<file path="config.mk">
export PLATFORM = sky130hd
export DESIGN_NAME = sms_master
export DESIGN_NICKNAME = d
export VERILOG_FILES = /design/src/sms_pkg.sv /design/src/sms_master.sv
export SDC_FILE = /design/constraint.sdc
export NUM_CORES = 1
export LEC_CHECK = 0
export BUFFER_PORTS_ARGS = -buffer_cell sky130_fd_sc_hd__buf_4
export CAP_MARGIN = 30
export CORE_ASPECT_RATIO = 1.5
export CORE_UTILIZATION = 45
export DETAILED_ROUTE_END_ITERATION = 7
export PLACE_DENSITY_LB_ADDON = 0.2
export SLEW_MARGIN = 30
export SYNTH_ARGS = -nofsm -noshare
export SYNTH_HDL_FRONTEND = slang
export SYNTH_SLANG_ARGS = --single-unit
</file>
<file path="constraint.sdc">
create_clock -name CLK -period 6.7 [get_ports CLK]
set_clock_uncertainty 0.15 [all_clocks]
set_input_delay 0.335 -clock CLK [delete_from_list [all_inputs] [get_ports CLK]]
set_output_delay 0.335 -clock CLK [all_outputs]
set_load 0.01 [all_outputs]
</file>
<file path="src/sms_pkg.sv">
package sms_pkg;

    // ==========================================================================
    // Register map, one byte register per address.
    localparam logic [2:0] ADDR_CONTROL = 3'h0;
    localparam logic [2:0] ADDR_STATUS = 3'h1;
    localparam logic [2:0] ADDR_TARGET = 3'h2;
    localparam logic [2:0] ADDR_TX = 3'h3;
    localparam logic [2:0] ADDR_RX = 3'h4;

    // ==========================================================================
    // Control field positions.
    localparam int CTL_MASTER_EN = 7;
    localparam int CTL_IRQ_EN = 6;
    localparam int CTL_START = 5;
    localparam int CTL_DIV_HI = 4;
    localparam int CTL_DIV_LO = 3;
    localparam int CTL_PHASE = 2;
    localparam int CTL_POLARITY = 1;
    localparam int CTL_RX_EDGE = 0;

    // Status field positions.
    localparam int STS_IRQ = 7;
    localparam int STS_TX_EMPTY = 3;
    localparam int STS_RX_FULL = 2;

    localparam logic [7:0] RESET_BYTE = 8'h00;
    localparam logic [4:0] HALF_DIV_BASE = 5'h02;
    localparam logic [3:0] BIT_LAST = 4'h8;

    typedef enum logic [2:0] {
        SMS_IDLE = 3'b000,
        SMS_SETUP = 3'b001,
        SMS_SHIFT = 3'b010,
        SMS_HOLD = 3'b011,
        SMS_GAP = 3'b100
    } sms_state_t;

    typedef struct packed {
        logic [7:0] sel_n;
        logic sck;
        logic mosi;
    } sms_spi_out_t;

    typedef struct packed {
        sms_state_t state;
        logic [7:0] control;
        logic [7:0] target;
        logic [7:0] tx_byte;
        logic [7:0] rx_byte;
        logic [7:0] tx_shift;
        logic [7:0] rx_shift;
        logic tx_empty;
        logic rx_full;
        logic irq_pend;
        logic [4:0] div_cnt;
        logic [3:0] edge_cnt;
        logic [3:0] bit_cnt;
        logic sck_lvl;
        logic sel_act;
        logic [7:0] rd_data;
        logic start_seen;
    } sms_regs_t;

endpackage : sms_pkg

</file>
<file path="src/sms_master.sv">
// Local design decisions: the address-and-strobe port and the address map.
`timescale 1ns/10ps

// Contract
// [RULE_01] With irq_enable set, IRQ output asserts while pending-interrupt flag is set.
// [RULE_02] Clearing irq_enable masks IRQ; pending flag stays as it was.
// [RULE_03] Start rising with tx_empty_flag low begins shifting the transmit byte; a rise written on the SMS_GAP tick starts nothing.
// [RULE_04] Every received byte is captured into receive_byte.
// [RULE_05] While start stays set, consecutive bytes keep being transferred.
// [RULE_06] Host clears start after last byte loaded and tx_empty_flag seen.
// [RULE_07] sck_divider 00,01,10,11 gives SCK of clock /4, /8, /16, /32.
// [RULE_08] clock_phase 0: data valid first edge; 1: valid second edge.
// [RULE_09] clock_polarity sets idle SCK: 0 low, 1 high.
// [RULE_10] rx_sample_edge 0 samples MISO on falling SCK, 1 on rising.
// [RULE_11] Host sets sample edge, phase and polarity to suit the slave.
// [RULE_12] Each set target_select bit asserts its select line during transfers.
// [RULE_13] Several set bits assert several select lines; nothing is enforced.
// [RULE_14] Host sets at most one target_select bit.
// [RULE_15] Written transmit byte goes out on MOSI while start is set.
// [RULE_16] Moving transmit byte into shift register sets tx_empty_flag.
// [RULE_17] Any write to transmit_byte clears tx_empty_flag; a write on the SMS_SETUP load tick does not, the flag is set.
// [RULE_18] No shifting starts unless tx_empty_flag low and start set together.
// [RULE_19] Completed received byte moved to receive_byte sets rx_full_flag.
// [RULE_20] Reading receive_byte clears rx_full_flag.
// [RULE_21] receive_byte is a holding register separate from the shift register.
// [RULE_22] master_enable low holds the master reset and disabled.
// [RULE_23] tx_empty_flag is status bit 3 and a pin; interrupts when start set.
// [RULE_24] rx_full_flag is status bit 2 and a pin; interrupts when start clear.
// [RULE_25] Bytes shift most significant bit first both directions.
// [RULE_26] Reset clears all registers: master disabled, no slave selected.
module sms_master
    import sms_pkg::*;
(
    input wire logic CLK,
    input wire logic SYS_RST,
    input wire logic [2:0] ADDR,
    input wire logic [7:0] WDATA,
    input wire logic WR,
    input wire logic RD,
    output logic [7:0] RDATA,
    output logic IRQ,
    output logic TX_EMPTY,
    output logic RX_FULL,
    output logic SCK,
    output logic MOSI,
    output logic [7:0] SEL_N,
    input wire logic MISO
);

    sms_regs_t r_ff;
    sms_regs_t nxt_r;
    sms_spi_out_t spi_ff;
    sms_spi_out_t nxt_spi;

    // ==========================================================================
    // Half-period of SCK in system clocks for a given divider code.
    function automatic logic [4:0] half_period(input logic [1:0] code);
        half_period = HALF_DIV_BASE << code; // [RULE_07]
    endfunction

    logic en;
    logic start;
    logic phase;
    logic pol;
    logic rx_edge;
    logic tick;
    logic sck_next;
    logic rising;

    assign en = r_ff.control[CTL_MASTER_EN];
    assign start = r_ff.control[CTL_START];
    assign phase = r_ff.control[CTL_PHASE];
    assign pol = r_ff.control[CTL_POLARITY];
    assign rx_edge = r_ff.control[CTL_RX_EDGE];

    // ==========================================================================
    // Next-state logic.
    always_comb begin
        nxt_r = r_ff;
        nxt_spi = spi_ff;
        tick = 1'b0;
        sck_next = r_ff.sck_lvl;
        rising = 1'b0;
        nxt_r.rd_data = RESET_BYTE;

        // Register writes.
        if (WR) begin
            case (ADDR)
                ADDR_CONTROL: begin
                    nxt_r.control = WDATA;
                    if (WDATA[CTL_START] && !r_ff.control[CTL_START]) begin
                        nxt_r.start_seen = 1'b1; // [RULE_03]
                    end
                end
                ADDR_TARGET: nxt_r.target = WDATA;
                ADDR_TX: begin
                    nxt_r.tx_byte = WDATA;
                    nxt_r.tx_empty = 1'b0; // [RULE_17]
                end
                ADDR_RX: nxt_r.rx_byte = WDATA;
                default: ;
            endcase
        end

        // Register reads, answered in the next cycle.
        if (RD) begin
            case (ADDR)
                ADDR_CONTROL: nxt_r.rd_data = r_ff.control;
                ADDR_STATUS: begin
                    nxt_r.rd_data[STS_IRQ] = r_ff.irq_pend;
                    nxt_r.rd_data[STS_TX_EMPTY] = r_ff.tx_empty; // [RULE_23]
                    nxt_r.rd_data[STS_RX_FULL] = r_ff.rx_full; // [RULE_24]
                end
                ADDR_TARGET: nxt_r.rd_data = r_ff.target;
                ADDR_TX: nxt_r.rd_data = r_ff.tx_byte;
                ADDR_RX: begin
                    nxt_r.rd_data = r_ff.rx_byte;
                    nxt_r.rx_full = 1'b0; // [RULE_20]
                    nxt_r.irq_pend = 1'b0;
                end
                default: nxt_r.rd_data = RESET_BYTE;
            endcase
        end
        if (WR && ADDR == ADDR_TX) begin
            nxt_r.irq_pend = 1'b0;
        end

        // SCK divider: one tick per half period, freerunning while enabled.
        if (r_ff.div_cnt + 5'h01 >= half_period(r_ff.control[CTL_DIV_HI:CTL_DIV_LO])) begin
            nxt_r.div_cnt = 5'h00;
            tick = 1'b1;
        end else begin
            nxt_r.div_cnt = r_ff.div_cnt + 5'h01;
        end

        case (r_ff.state)
            SMS_IDLE: begin
                nxt_r.sck_lvl = pol; // [RULE_09]
                nxt_r.sel_act = 1'b0;
                // Level start alone is not enough after reset: a rising start or a running burst.
                if (tick && start && !r_ff.tx_empty && r_ff.start_seen) begin // [RULE_18]
                    nxt_r.state = SMS_SETUP;
                    nxt_r.sel_act = 1'b1;
                end
            end
            SMS_SETUP: begin
                // Select leads the first edge by two half periods.
                if (tick) begin
                    nxt_r.tx_shift = r_ff.tx_byte;
                    nxt_r.tx_empty = 1'b1; // [RULE_16]
                    if (start) begin
                        nxt_r.irq_pend = 1'b1; // [RULE_23]
                    end
                    nxt_r.edge_cnt = 4'h0;
                    nxt_r.bit_cnt = 4'h0;
                    nxt_r.state = SMS_SHIFT;
                    nxt_spi.mosi = r_ff.tx_byte[7]; // [RULE_25]
                end
            end
            SMS_SHIFT: begin
                if (tick) begin
                    sck_next = ~r_ff.sck_lvl;
                    nxt_r.sck_lvl = sck_next;
                    rising = sck_next;
                    nxt_r.edge_cnt = r_ff.edge_cnt + 4'h1;
                    // Phase 0 samples on odd edges, phase 1 shifts first then samples.
                    if (r_ff.edge_cnt[0] == phase) begin // [RULE_08]
                        nxt_r.bit_cnt = r_ff.bit_cnt + 4'h1;
                    end else begin
                        nxt_r.tx_shift = {r_ff.tx_shift[6:0], 1'b0};
                        if (phase && r_ff.edge_cnt == 4'h0) begin
                            nxt_spi.mosi = r_ff.tx_shift[7]; // [RULE_15]
                        end else begin
                            nxt_spi.mosi = r_ff.tx_shift[6];
                        end
                        if (phase && r_ff.edge_cnt == 4'h0) begin
                            nxt_r.tx_shift = r_ff.tx_shift;
                        end
                    end
                    if (rising == rx_edge) begin // [RULE_10]
                        nxt_r.rx_shift = {r_ff.rx_shift[6:0], MISO}; // [RULE_25]
                    end
                    if (r_ff.edge_cnt == 4'hf) begin
                        nxt_r.rx_byte = {r_ff.rx_shift[6:0], MISO}; // [RULE_04] [RULE_21]
                        if (rising != rx_edge) begin
                            nxt_r.rx_byte = r_ff.rx_shift;
                        end
                        nxt_r.rx_full = 1'b1; // [RULE_19]
                        if (!start) begin
                            nxt_r.irq_pend = 1'b1; // [RULE_24]
                        end
                        nxt_r.state = SMS_HOLD;
                    end
                end
            end
            SMS_HOLD: begin
                nxt_r.sck_lvl = pol;
                if (tick) begin
                    // Phase 1 keeps select low across a continuing burst.
                    if (start && phase && !r_ff.tx_empty) begin // [RULE_05]
                        nxt_r.state = SMS_SETUP;
                    end else begin
                        nxt_r.state = SMS_GAP;
                        nxt_r.sel_act = 1'b0;
                    end
                end
            end
            SMS_GAP: begin
                if (tick) begin
                    nxt_r.state = SMS_IDLE;
                    nxt_r.start_seen = start; // [RULE_05]
                end
            end
            default: nxt_r.state = SMS_IDLE;
        endcase

        nxt_spi.sck = nxt_r.sck_lvl;
        nxt_spi.sel_n = ~(nxt_r.target & {8{nxt_r.sel_act}}); // [RULE_12] [RULE_13]

        // A disabled master holds its engine reset but keeps host-written settings.
        if (!en) begin // [RULE_22]
            nxt_r.state = SMS_IDLE;
            nxt_r.tx_empty = 1'b0;
            nxt_r.rx_full = 1'b0;
            nxt_r.irq_pend = 1'b0;
            nxt_r.div_cnt = 5'h00;
            nxt_r.sel_act = 1'b0;
            nxt_r.sck_lvl = nxt_r.control[CTL_POLARITY];
            // A write that enables the master and raises start together must still count as a start.
            nxt_r.start_seen = nxt_r.start_seen & nxt_r.control[CTL_MASTER_EN]; // [RULE_03]
            nxt_spi.sck = nxt_r.control[CTL_POLARITY];
            nxt_spi.mosi = 1'b0;
            nxt_spi.sel_n = 8'hff;
        end
    end

    // ==========================================================================
    // State register.
    always_ff @(posedge CLK or posedge SYS_RST) begin
        if (SYS_RST) begin
            r_ff <= '0; // [RULE_26]
            spi_ff <= '{sel_n: 8'hff, sck: 1'b0, mosi: 1'b0};
        end else begin
            r_ff <= nxt_r;
            spi_ff <= nxt_spi;
        end
    end

    assign RDATA = r_ff.rd_data;
    assign IRQ = r_ff.irq_pend & r_ff.control[CTL_IRQ_EN]; // [RULE_01] [RULE_02]
    assign TX_EMPTY = r_ff.tx_empty; // [RULE_23]
    assign RX_FULL = r_ff.rx_full; // [RULE_24]
    assign SCK = spi_ff.sck;
    assign MOSI = spi_ff.mosi;
    assign SEL_N = spi_ff.sel_n;

endmodule // sms_master

</file>
Word-level counts from Yosys, hierarchy flattened
Index checks and enable logic that the tools add are counted.
- add/sub/neg operators: 3
- order comparisons: 1
- eq/ne operators: 25
- shift operators: 1
- mux-type cells: 67
- bitwise gates (word level): 5
- reduce and logical (&&, ||, !) cells: 23
- operators by type and width (kind ; count):
    8-bit two-way mux ; 14
    32-bit two-way mux ; 1
    8-bit case mux with 2 select lines ; 2
    24-bit two-way mux ; 1
    3-bit two-way mux ; 8
    1-bit two-way mux ; 23
    3-bit != test (second input constant) ; 7
    3-bit case mux with 5 select lines ; 1
    3-bit by 2-bit equality test with 1-bit output (second input constant) ; 4
    3-bit case mux with 4 select lines ; 1
    10-bit two-way mux ; 1
    2-bit two-way mux ; 5
    2-bit != test (second input constant) ; 5
    2-bit case mux with 5 select lines ; 1
    9-bit two-way mux ; 1
    4-bit by 1-bit adder with 4-bit output (second input constant) ; 2
    8-bit AND ; 1
    1-bit logical AND ; 8
    8-bit NOT ; 1
    1-bit case mux with 2 select lines ; 4
    2-bit case mux with 4 select lines ; 1
    4-bit AND reduction ; 2
    3-bit by 1-bit equality test with 1-bit output (second input constant) ; 2
    3-bit equality test (second input constant) ; 2
    other kinds (21) ; 27
- register bits: 88
- bits of input ports: 16
- output and inout port bits: 21
- logic and storage cells: 146

Depth between registers and ports, before layout
Gate-level depths: netlist of the first run.
- word-level depth: 11
- depth in mapped cells: 10
- mapped depth without buffers: 8

Least setup slack after synthesis of the first run
OpenSTA, ideal clock, no wires.
- path type: reg-to-reg
- start point: register r_ff[19] (netlist bit)
- end point: register r_ff[75] (netlist bit)
- library setup time: 0.080 ns
- data arrival time: 2.147 ns
- required time: 6.470 ns
- slack: 4.323 ns
- cell stages (with the launch flop): 9
- path buffers: 1
- period minus slack after synthesis: 2.377 ns
- cell sequence: dfrtp_1 > ha_1 > xor2_1 > ha_1 > a31oi_1 > o221a_2 > buf_6 > a222oi_1 > mux2i_1
- longest elaborated chain between the ends: 8
- elaborated cells on any way between the ends: 12
- those cells by class: 1 x add/sub; 1 x order compare; 5 x eq/ne; 1 x mux; 4 x reduce/logical
- ends and longest elaborated chain (what ; line ; text):
    from (decl) ; sms_master.sv:50 ; sms_regs_t r_ff;
    from (signal assigned) ; sms_master.sv:244 ; r_ff <= nxt_r;
    5-bit by 1-bit adder with 5-bit output (*) ; sms_master.sv:129 ; if (r_ff.div_cnt + 5'h01 >= half_period(r_ff.control[CTL_DIV_HI:CTL_DIV_LO])) begin
    5-bit greater-or-equal comparator (*) ; sms_master.sv:129 ;
    1-bit two-way mux (*) ; sms_master.sv:129 ;
    1-bit logical AND (3 in series) ; sms_master.sv:141 ; if (tick && start && !r_ff.tx_empty && r_ff.start_seen) begin
    3-bit != test (no line) ; n/a ;
    6-bit AND reduction (no line) (*) ; n/a ;
Every way passes the cells marked *; elsewhere a longest branch is shown, timed or not.
A chain may end at the register's enable or synchronous reset.

==> results of run 1 <==
-- worst reg2reg max path, stage by stage (launching register included) --
cell and delay (ns):
dfrtp_1 0.40, ha_1 0.23, xor2_1 0.16, ha_1 0.31, a31oi_1 0.26, o221ai_2 0.37, a21oi_1 0.85, o211ai_1 0.18
-- cells in the final DEF (no fill, tap or decap), types with 9 or more instances in the layout --
| cell type | instances |
|---|---|
| nand2_1 | 29 |
| and3_1 | 13 |
| inv_1 | 10 |
| mux2_2 | 39 |
| buf_4 | 37 |
| clkbuf_16 | 9 |
| dfrtp_1 | 75 |
| nand3_1 | 14 |
| a21oi_1 | 11 |
| mux2i_1 | 34 |
| o21ai_0 | 12 |
-- final cells by class --
type	count	area, um2
Tap cell	112	140.1
Fill cell	860	4400
Sequential cell	83	2087
Clock buffer	11	232.7
Timing Repair Buffer	38	289.0
Multi-Input combinational cell	252	1981
Inverter	12	46.29
Clock inverter	5	77.57
-- per-layer routing --
layer  GRT usage (%)  wire [um]
met1           28.53       4097
met2           35.54       4999
met3           3.446        278
met4           11.18        315
met5               0          0
-- registers in the layout (all words and copies together) (netlist names), named ones only --
register / count
SEL_N: 8
pol: 1
phase: 1
RX_FULL: 1
MOSI: 1
en: 1
TX_EMPTY: 1
RDATA: 8
r_ff: 60
-- metrics by stage --
stage,power [mW],utilization [%]
floorplan,0.9441,-
global placement,1.021,49.05
detailed placement,1.033,49.09
CTS,1.554,52.45
global route,1.623,52.45
finish,1.541,52.45
-- how the worst min path moves through the flow --
stage                             startpoint                    to  cells after the start
after detailed placement  r_ff[19]$_DFF_PP0_    r_ff[19]$_DFF_PP0_                      1
final                                SYS_RST  r_ff[76]$_DFFE_PP0P_                      3
after global placement    r_ff[19]$_DFF_PP0_    r_ff[19]$_DFF_PP0_                      1
after global routing                    MISO  r_ff[27]$_DFFE_PP0P_                      2
after CTS                            SYS_RST  r_ff[76]$_DFFE_PP0P_                      3
after floorplan           r_ff[19]$_DFF_PP0_    r_ff[19]$_DFF_PP0_                      1
-- kinds of logic after synthesis --
kind of cell / count (synthesis) / synth area share, %
AOI/OAI and AO/OA: 65 / 10.79
xor gates and xnor gates: 7 / 1.779
adders and majority gates: 7 / 2.041
buffers and inverters: 40 / 5.191
DFF: 83 / 48.64
muxes: 73 / 18.17
and+or+nand+nor: 100 / 13.39
-- cells in the mapped netlist (11+ instances only) --
cell,number,share of area [%]
o21ai_0,12,1.4
dfrtp_1,75,44
buf_4,11,1.9
and3_1,13,1.9
inv_1,11,0.96
nand2_1,29,2.5
mux2_2,39,10
nand3_1,14,1.6
a21oi_1,11,1.3
mux2i_1,34,7.9
-- report_power, final --
group | switching [mW] | internal [mW] | leakage [nW]
Combinational | 0.199 | 0.156 | 0.957
Sequential | 0.0797 | 0.590 | 1.05
Clock | 0.192 | 0.325 | 0.150
==> impl_metrics.yaml, run 1 <==
outcome:
  status: "finished clean"
flow_run:
  drv_cap: 0
floorplanning:
  ioPinCount: 37
  die-height_um: 121.6
  num_rows: 43
  core_um2: 9254
  die_area_um2: 9937
  dieWidth_um: 81.73
  initial_core_util_pct: 46.36
cells_and_area:
  area_growth_pct: 13.12
  final_layout_size_suffix_gt1_share_pct: 28.93
  antenna_cells: 0
  fin_area_um2: 4853
  fin_nets: 419
  final_cells: 513
critical_path:
  rr_endpoint: "SEL_N[6]$_DFF_PP1_"
  rr_worst_depth: 7
  endpoint: "SEL_N[6]$_DFF_PP1_"
  crit_buf_inv: 0
  path_max_fanout: 15
  critical_path_required_ns: 6.77
  r2r-start: "r_ff[19]$_DFF_PP0_"
  cp_top_family: "compound AO/OA/AOI/OAI gates"
  startpoint: "r_ff[19]$_DFF_PP0_"
  slowest_stage: "a21oi_1"
  reg2reg_slack_ns: 3.67
  path_cells: "ha_1 -> xor2_1 -> ha_1 -> a31oi_1 -> o221ai_2 -> a21oi_1 -> o211ai_1"
  crit_arrival_ns: 3.10
  start_kind: "flip-flop"
  cpPeakStageDelay_ns: 0.85
  setup.worst_path.class: "flip-flop to flip-flop"
  end_kind: "flip-flop"
  cpMostUsedCell: "ha_1"
  cp_num_cells: 7
clock_network:
  cts_resized: 0
  cts_max_path_buffers: 2
  cts_buffers: 9
  post_cts_buffers: 0
  clk_pin_slew_ns: 0.06
  ctsHtreeMaxLevel: 3
  cts_tree: "done"
  root_buffer: "clkbuf_16"
  clock_sinks: 83
  hold_buffers: 0
  clk-insertion-delay-late_ns: 0.34
routing:
  routedWlPerCell_um: 18.89
  dr_total_vias: 2999
  dr.pass1.iters: 4
  drt_iter0_markers: 197
  ant_nets: 0
  remaining_drc_errors: 0
  viasPerCell: 5.846
  wl_um: 9690
synth:
  synthArstFlopShare_pct: 100.0
  syn_area_per_cell_um2: 11.44
  synth_warnings: 0
  netlist_instances: 375
  syn_area_um2: 4290
  synth-edff-count: 0
  ys_seq_area_share_pct: 48.64
  ys_seq_elements: 83
  synth_fp_nets: 398
  yosysUniqueCellTypes: 56
  ys.flop_type: "dfrtp_1"
timing:
  max_freq_mhz: 329.8
  period_share_pct: 45.26
  relSlewSlack_pct: 37.79
  hold_viol: 0
  rsz0062_at_grt: "no"
  period_minus_slack_ns: 3.033
  finalSetupTns_ns: 0
  drv_slew: 0
  setup_violations: 0
  worstMarginPinSlew_ns: 0.9332
  timing.hold.ws_ns: 0.04454
  setup_ws_ns: 3.667
global_route:
  grt_pass1_vias: 3084
  track_usage_pct: 22.13
  grt-ovfl-total: 0
  grt_start_max_net_pins: 84
  antenna_found_initial: 0
  grt_first_pass_wirelength_um: 16150
hold_path:
  min_path_type: "input pin to async pin"
place:
  dp_cells: 497
  pre_cts_slack_ns: 3.686
  gp_congestion: 0.8740
  dpl.hpwl_um: 6811
  placed_cell_area_um2: 4543
  io_buffer_count: 36
pwr:
  ir_drop_mv: 0.1824
  p_leak_nw: 2.159
  p_per_area_nw_per_um2: 317.5
Note: power is estimated with default switching activity, not from simulation.
==> run 2: changes to the inputs <==
Clock period 6.7 ns to 2.5 ns, I/O delays scaled along.
==> run 2 against run 1 <==
  * First-iteration DRC count decreased by 3.6%
  * Register-to-register slack worse by 3.6 ns
  * Cell count grew 5.7%
  * Combinational power rose to 3.5 times the previous value
  * Sequential share of layout area shrank 3.1 points
  * Sequential cell count unchanged
  * Fmax grew 25%
  * Die area did not move
  * Core utilization up 4.1 points
  * Worst setup slack got worse by 3.6 ns
  * Power rose to 2.9 times the previous value
  * Design area increased by 7.9%
==> impl_metrics.yaml, run 2 (same netlist as run 1, synthesis figures left out) <==
outcome:
  status: "finished clean"
global_route:
  grt_first_pass_wirelength_um: 16620
  grt_start_max_net_pins: 52
  grt_pass1_vias: 3209
  track_usage_pct: 22.86
  antenna_found_initial: 0
  grt-ovfl-total: 0
timing:
  timing.hold.ws_ns: 0.05644
  relSlewSlack_pct: 61.11
  setup_ws_ns: 0.06790
  hold_viol: 0
  worstMarginPinSlew_ns: 0.5827
  max_freq_mhz: 411.2
  drv_slew: 0
  setup_violations: 0
  period_minus_slack_ns: 2.432
  period_share_pct: 97.28
  rsz0062_at_grt: "yes"
critical_path:
  start_kind: "flip-flop"
  cpPeakStageDelay_ns: 0.41
  crit_buf_inv: 1
  cp_top_family: "adder cells"
  setup.worst_path.class: "flip-flop to flip-flop"
  startpoint: "r_ff[19]$_DFF_PP0_"
  crit_arrival_ns: 2.51
  r2r-start: "r_ff[19]$_DFF_PP0_"
  path_max_fanout: 8
  path_cells: "ha_4 -> nand3_4 -> xnor2_2 -> ha_1 -> nand2_2 -> o221ai_2 -> and3_4 -> buf_12 -> mux2_2"
  slowest_stage: "dfrtp_1"
  critical_path_required_ns: 2.57
  end_kind: "flip-flop"
place:
  pre_cts_slack_ns: -0.07471
  dpl.hpwl_um: 6930
  gp_congestion: 0.7954
  dp_cells: 512
  io_buffer_count: 36
clock_network:
  clk_pin_slew_ns: 0.06
  root_buffer: "clkbuf_16"
  cts_max_path_buffers: 2
  cts_buffers: 9
  cts_tree: "done"
  clock_sinks: 83
  clk-insertion-delay-late_ns: 0.34
  ctsHtreeMaxLevel: 3
pwr:
  ir_drop_mv: 0.5264
  pwr-share-comb_pct: 28.2
  switchingPower_mw: 1.387
  p_sw_share_pct: 31.53
  p_leak_nw: 2.318
  p_per_area_nw_per_um2: 839.8
  internal_power_mw: 3.011
  seq_power_share_pct: 40.5
  p_clk_share_pct: 31.3
cells_and_area:
  final_layout_size_suffix_gt1_share_pct: 34.65
  layout_commonest_cell: "dfrtp_1"
  mostFrequentLayoutCells: "dfrtp_1 (74), buf_4 (51), mux2_2 (39)"
  final_cells: 542
  antenna_cells: 0
  top_register: "r_ff"
  area_growth_pct: 22.05
  largest_reg_flops: 60
  fin_nets: 448
hold_path:
  min_path_type: "input pin to flip-flop"
  worstHoldStart: "ADDR[2]"
flow_run:
  drv_cap: 0
routing:
  remaining_drc_errors: 0
  dr_total_vias: 3061
  drt_iter0_markers: 190
  viasPerCell: 5.648
  ant_nets: 0
  routedWlPerCell_um: 18.28
  dr.pass1.iters: 4
  wl_um: 9906
floorplanning:
  die_area_um2: 9937
  dieWidth_um: 81.73
  num_rows: 43
  die-height_um: 121.6
  ioPinCount: 37
  initial_core_util_pct: 46.36
  core_um2: 9254
run 2: final cells by class:
| type | instances | area [um2] |
|---|---|---|
| clock buffers | 10 | 239.0 |
| fillers | 806 | 4018 |
| inverters | 12 | 46.29 |
| well taps | 112 | 140.1 |
| clock inverters | 6 | 72.57 |
| multi-input cells | 252 | 2081 |
| repair buffers | 67 | 569.3 |
| flip-flops and latches | 83 | 2088 |
run 2: metal layers:
| layer | track usage [%] | vias up | routed length (um) |
|---|---|---|---|
| li1 | - | 1452 | - |
| met1 | 28.68 | 1524 | 4220 |
| met2 | 37.04 | 65 | 5118 |
| met3 | 4.719 | 20 | 303 |
| met4 | 10.86 | 0 | 265 |
| met5 | 0 | - | 0 |
run 2: power groups by stage:
stage | Combinational [mW] | Clock [mW] | Sequential, mW
final | 1.24 | 1.38 | 1.78
after global routing | 1.36 | 1.46 | 1.82
after CTS | 1.17 | 1.41 | 1.77
after detailed placement | 1.07 | 0 | 1.80
after global placement | 1.05 | 0 | 1.79
after floorplan | 0.797 | 0 | 1.73
run 2: worst min-delay path: stages:
cell and delay [ns]:
buf_4 0.18, nand3_1 0.08, a21boi_0 0.11
run 2: path summary, 6_finish.rpt:
check	cells after the start	to	slack (ns)
worst max-delay path	9	r_ff[29]$_DFFE_PP0P_	0.07
worst min-delay path	3	RDATA[7]$_DFF_PP0_	0.06
worst max register to register	9	r_ff[29]$_DFFE_PP0P_	0.07
worst min register to register	1	r_ff[37]$_DFFE_PP0P_	0.36
max in group asynchronous	4	SEL_N[3]$_DFF_PP1_	1.23
min in group asynchronous	3	TX_EMPTY$_DFF_PP0_	0.25
run 2: stage by stage:
stage	setup TNS [ns]	utilization, %	power (mW)	cell area [um2]
floorplan	0	-	2.530	4290
global placement	0	50.68	2.833	4690
detailed placement	-0.3289	50.68	2.869	4690
CTS	0	55.61	4.355	5146
global route	-0.08519	56.58	4.642	5236
finish	0	56.58	4.398	5236
run 2: what timing repair did:
action	4_1_cts	5_1_grt
endpoints found under the hold margin	76	0
resized for setup	4	16
cloned	0	1
setup buffers	1	1
endpoints found under the setup margin	11	39
pin swaps	2	8
hold buffers	11	0
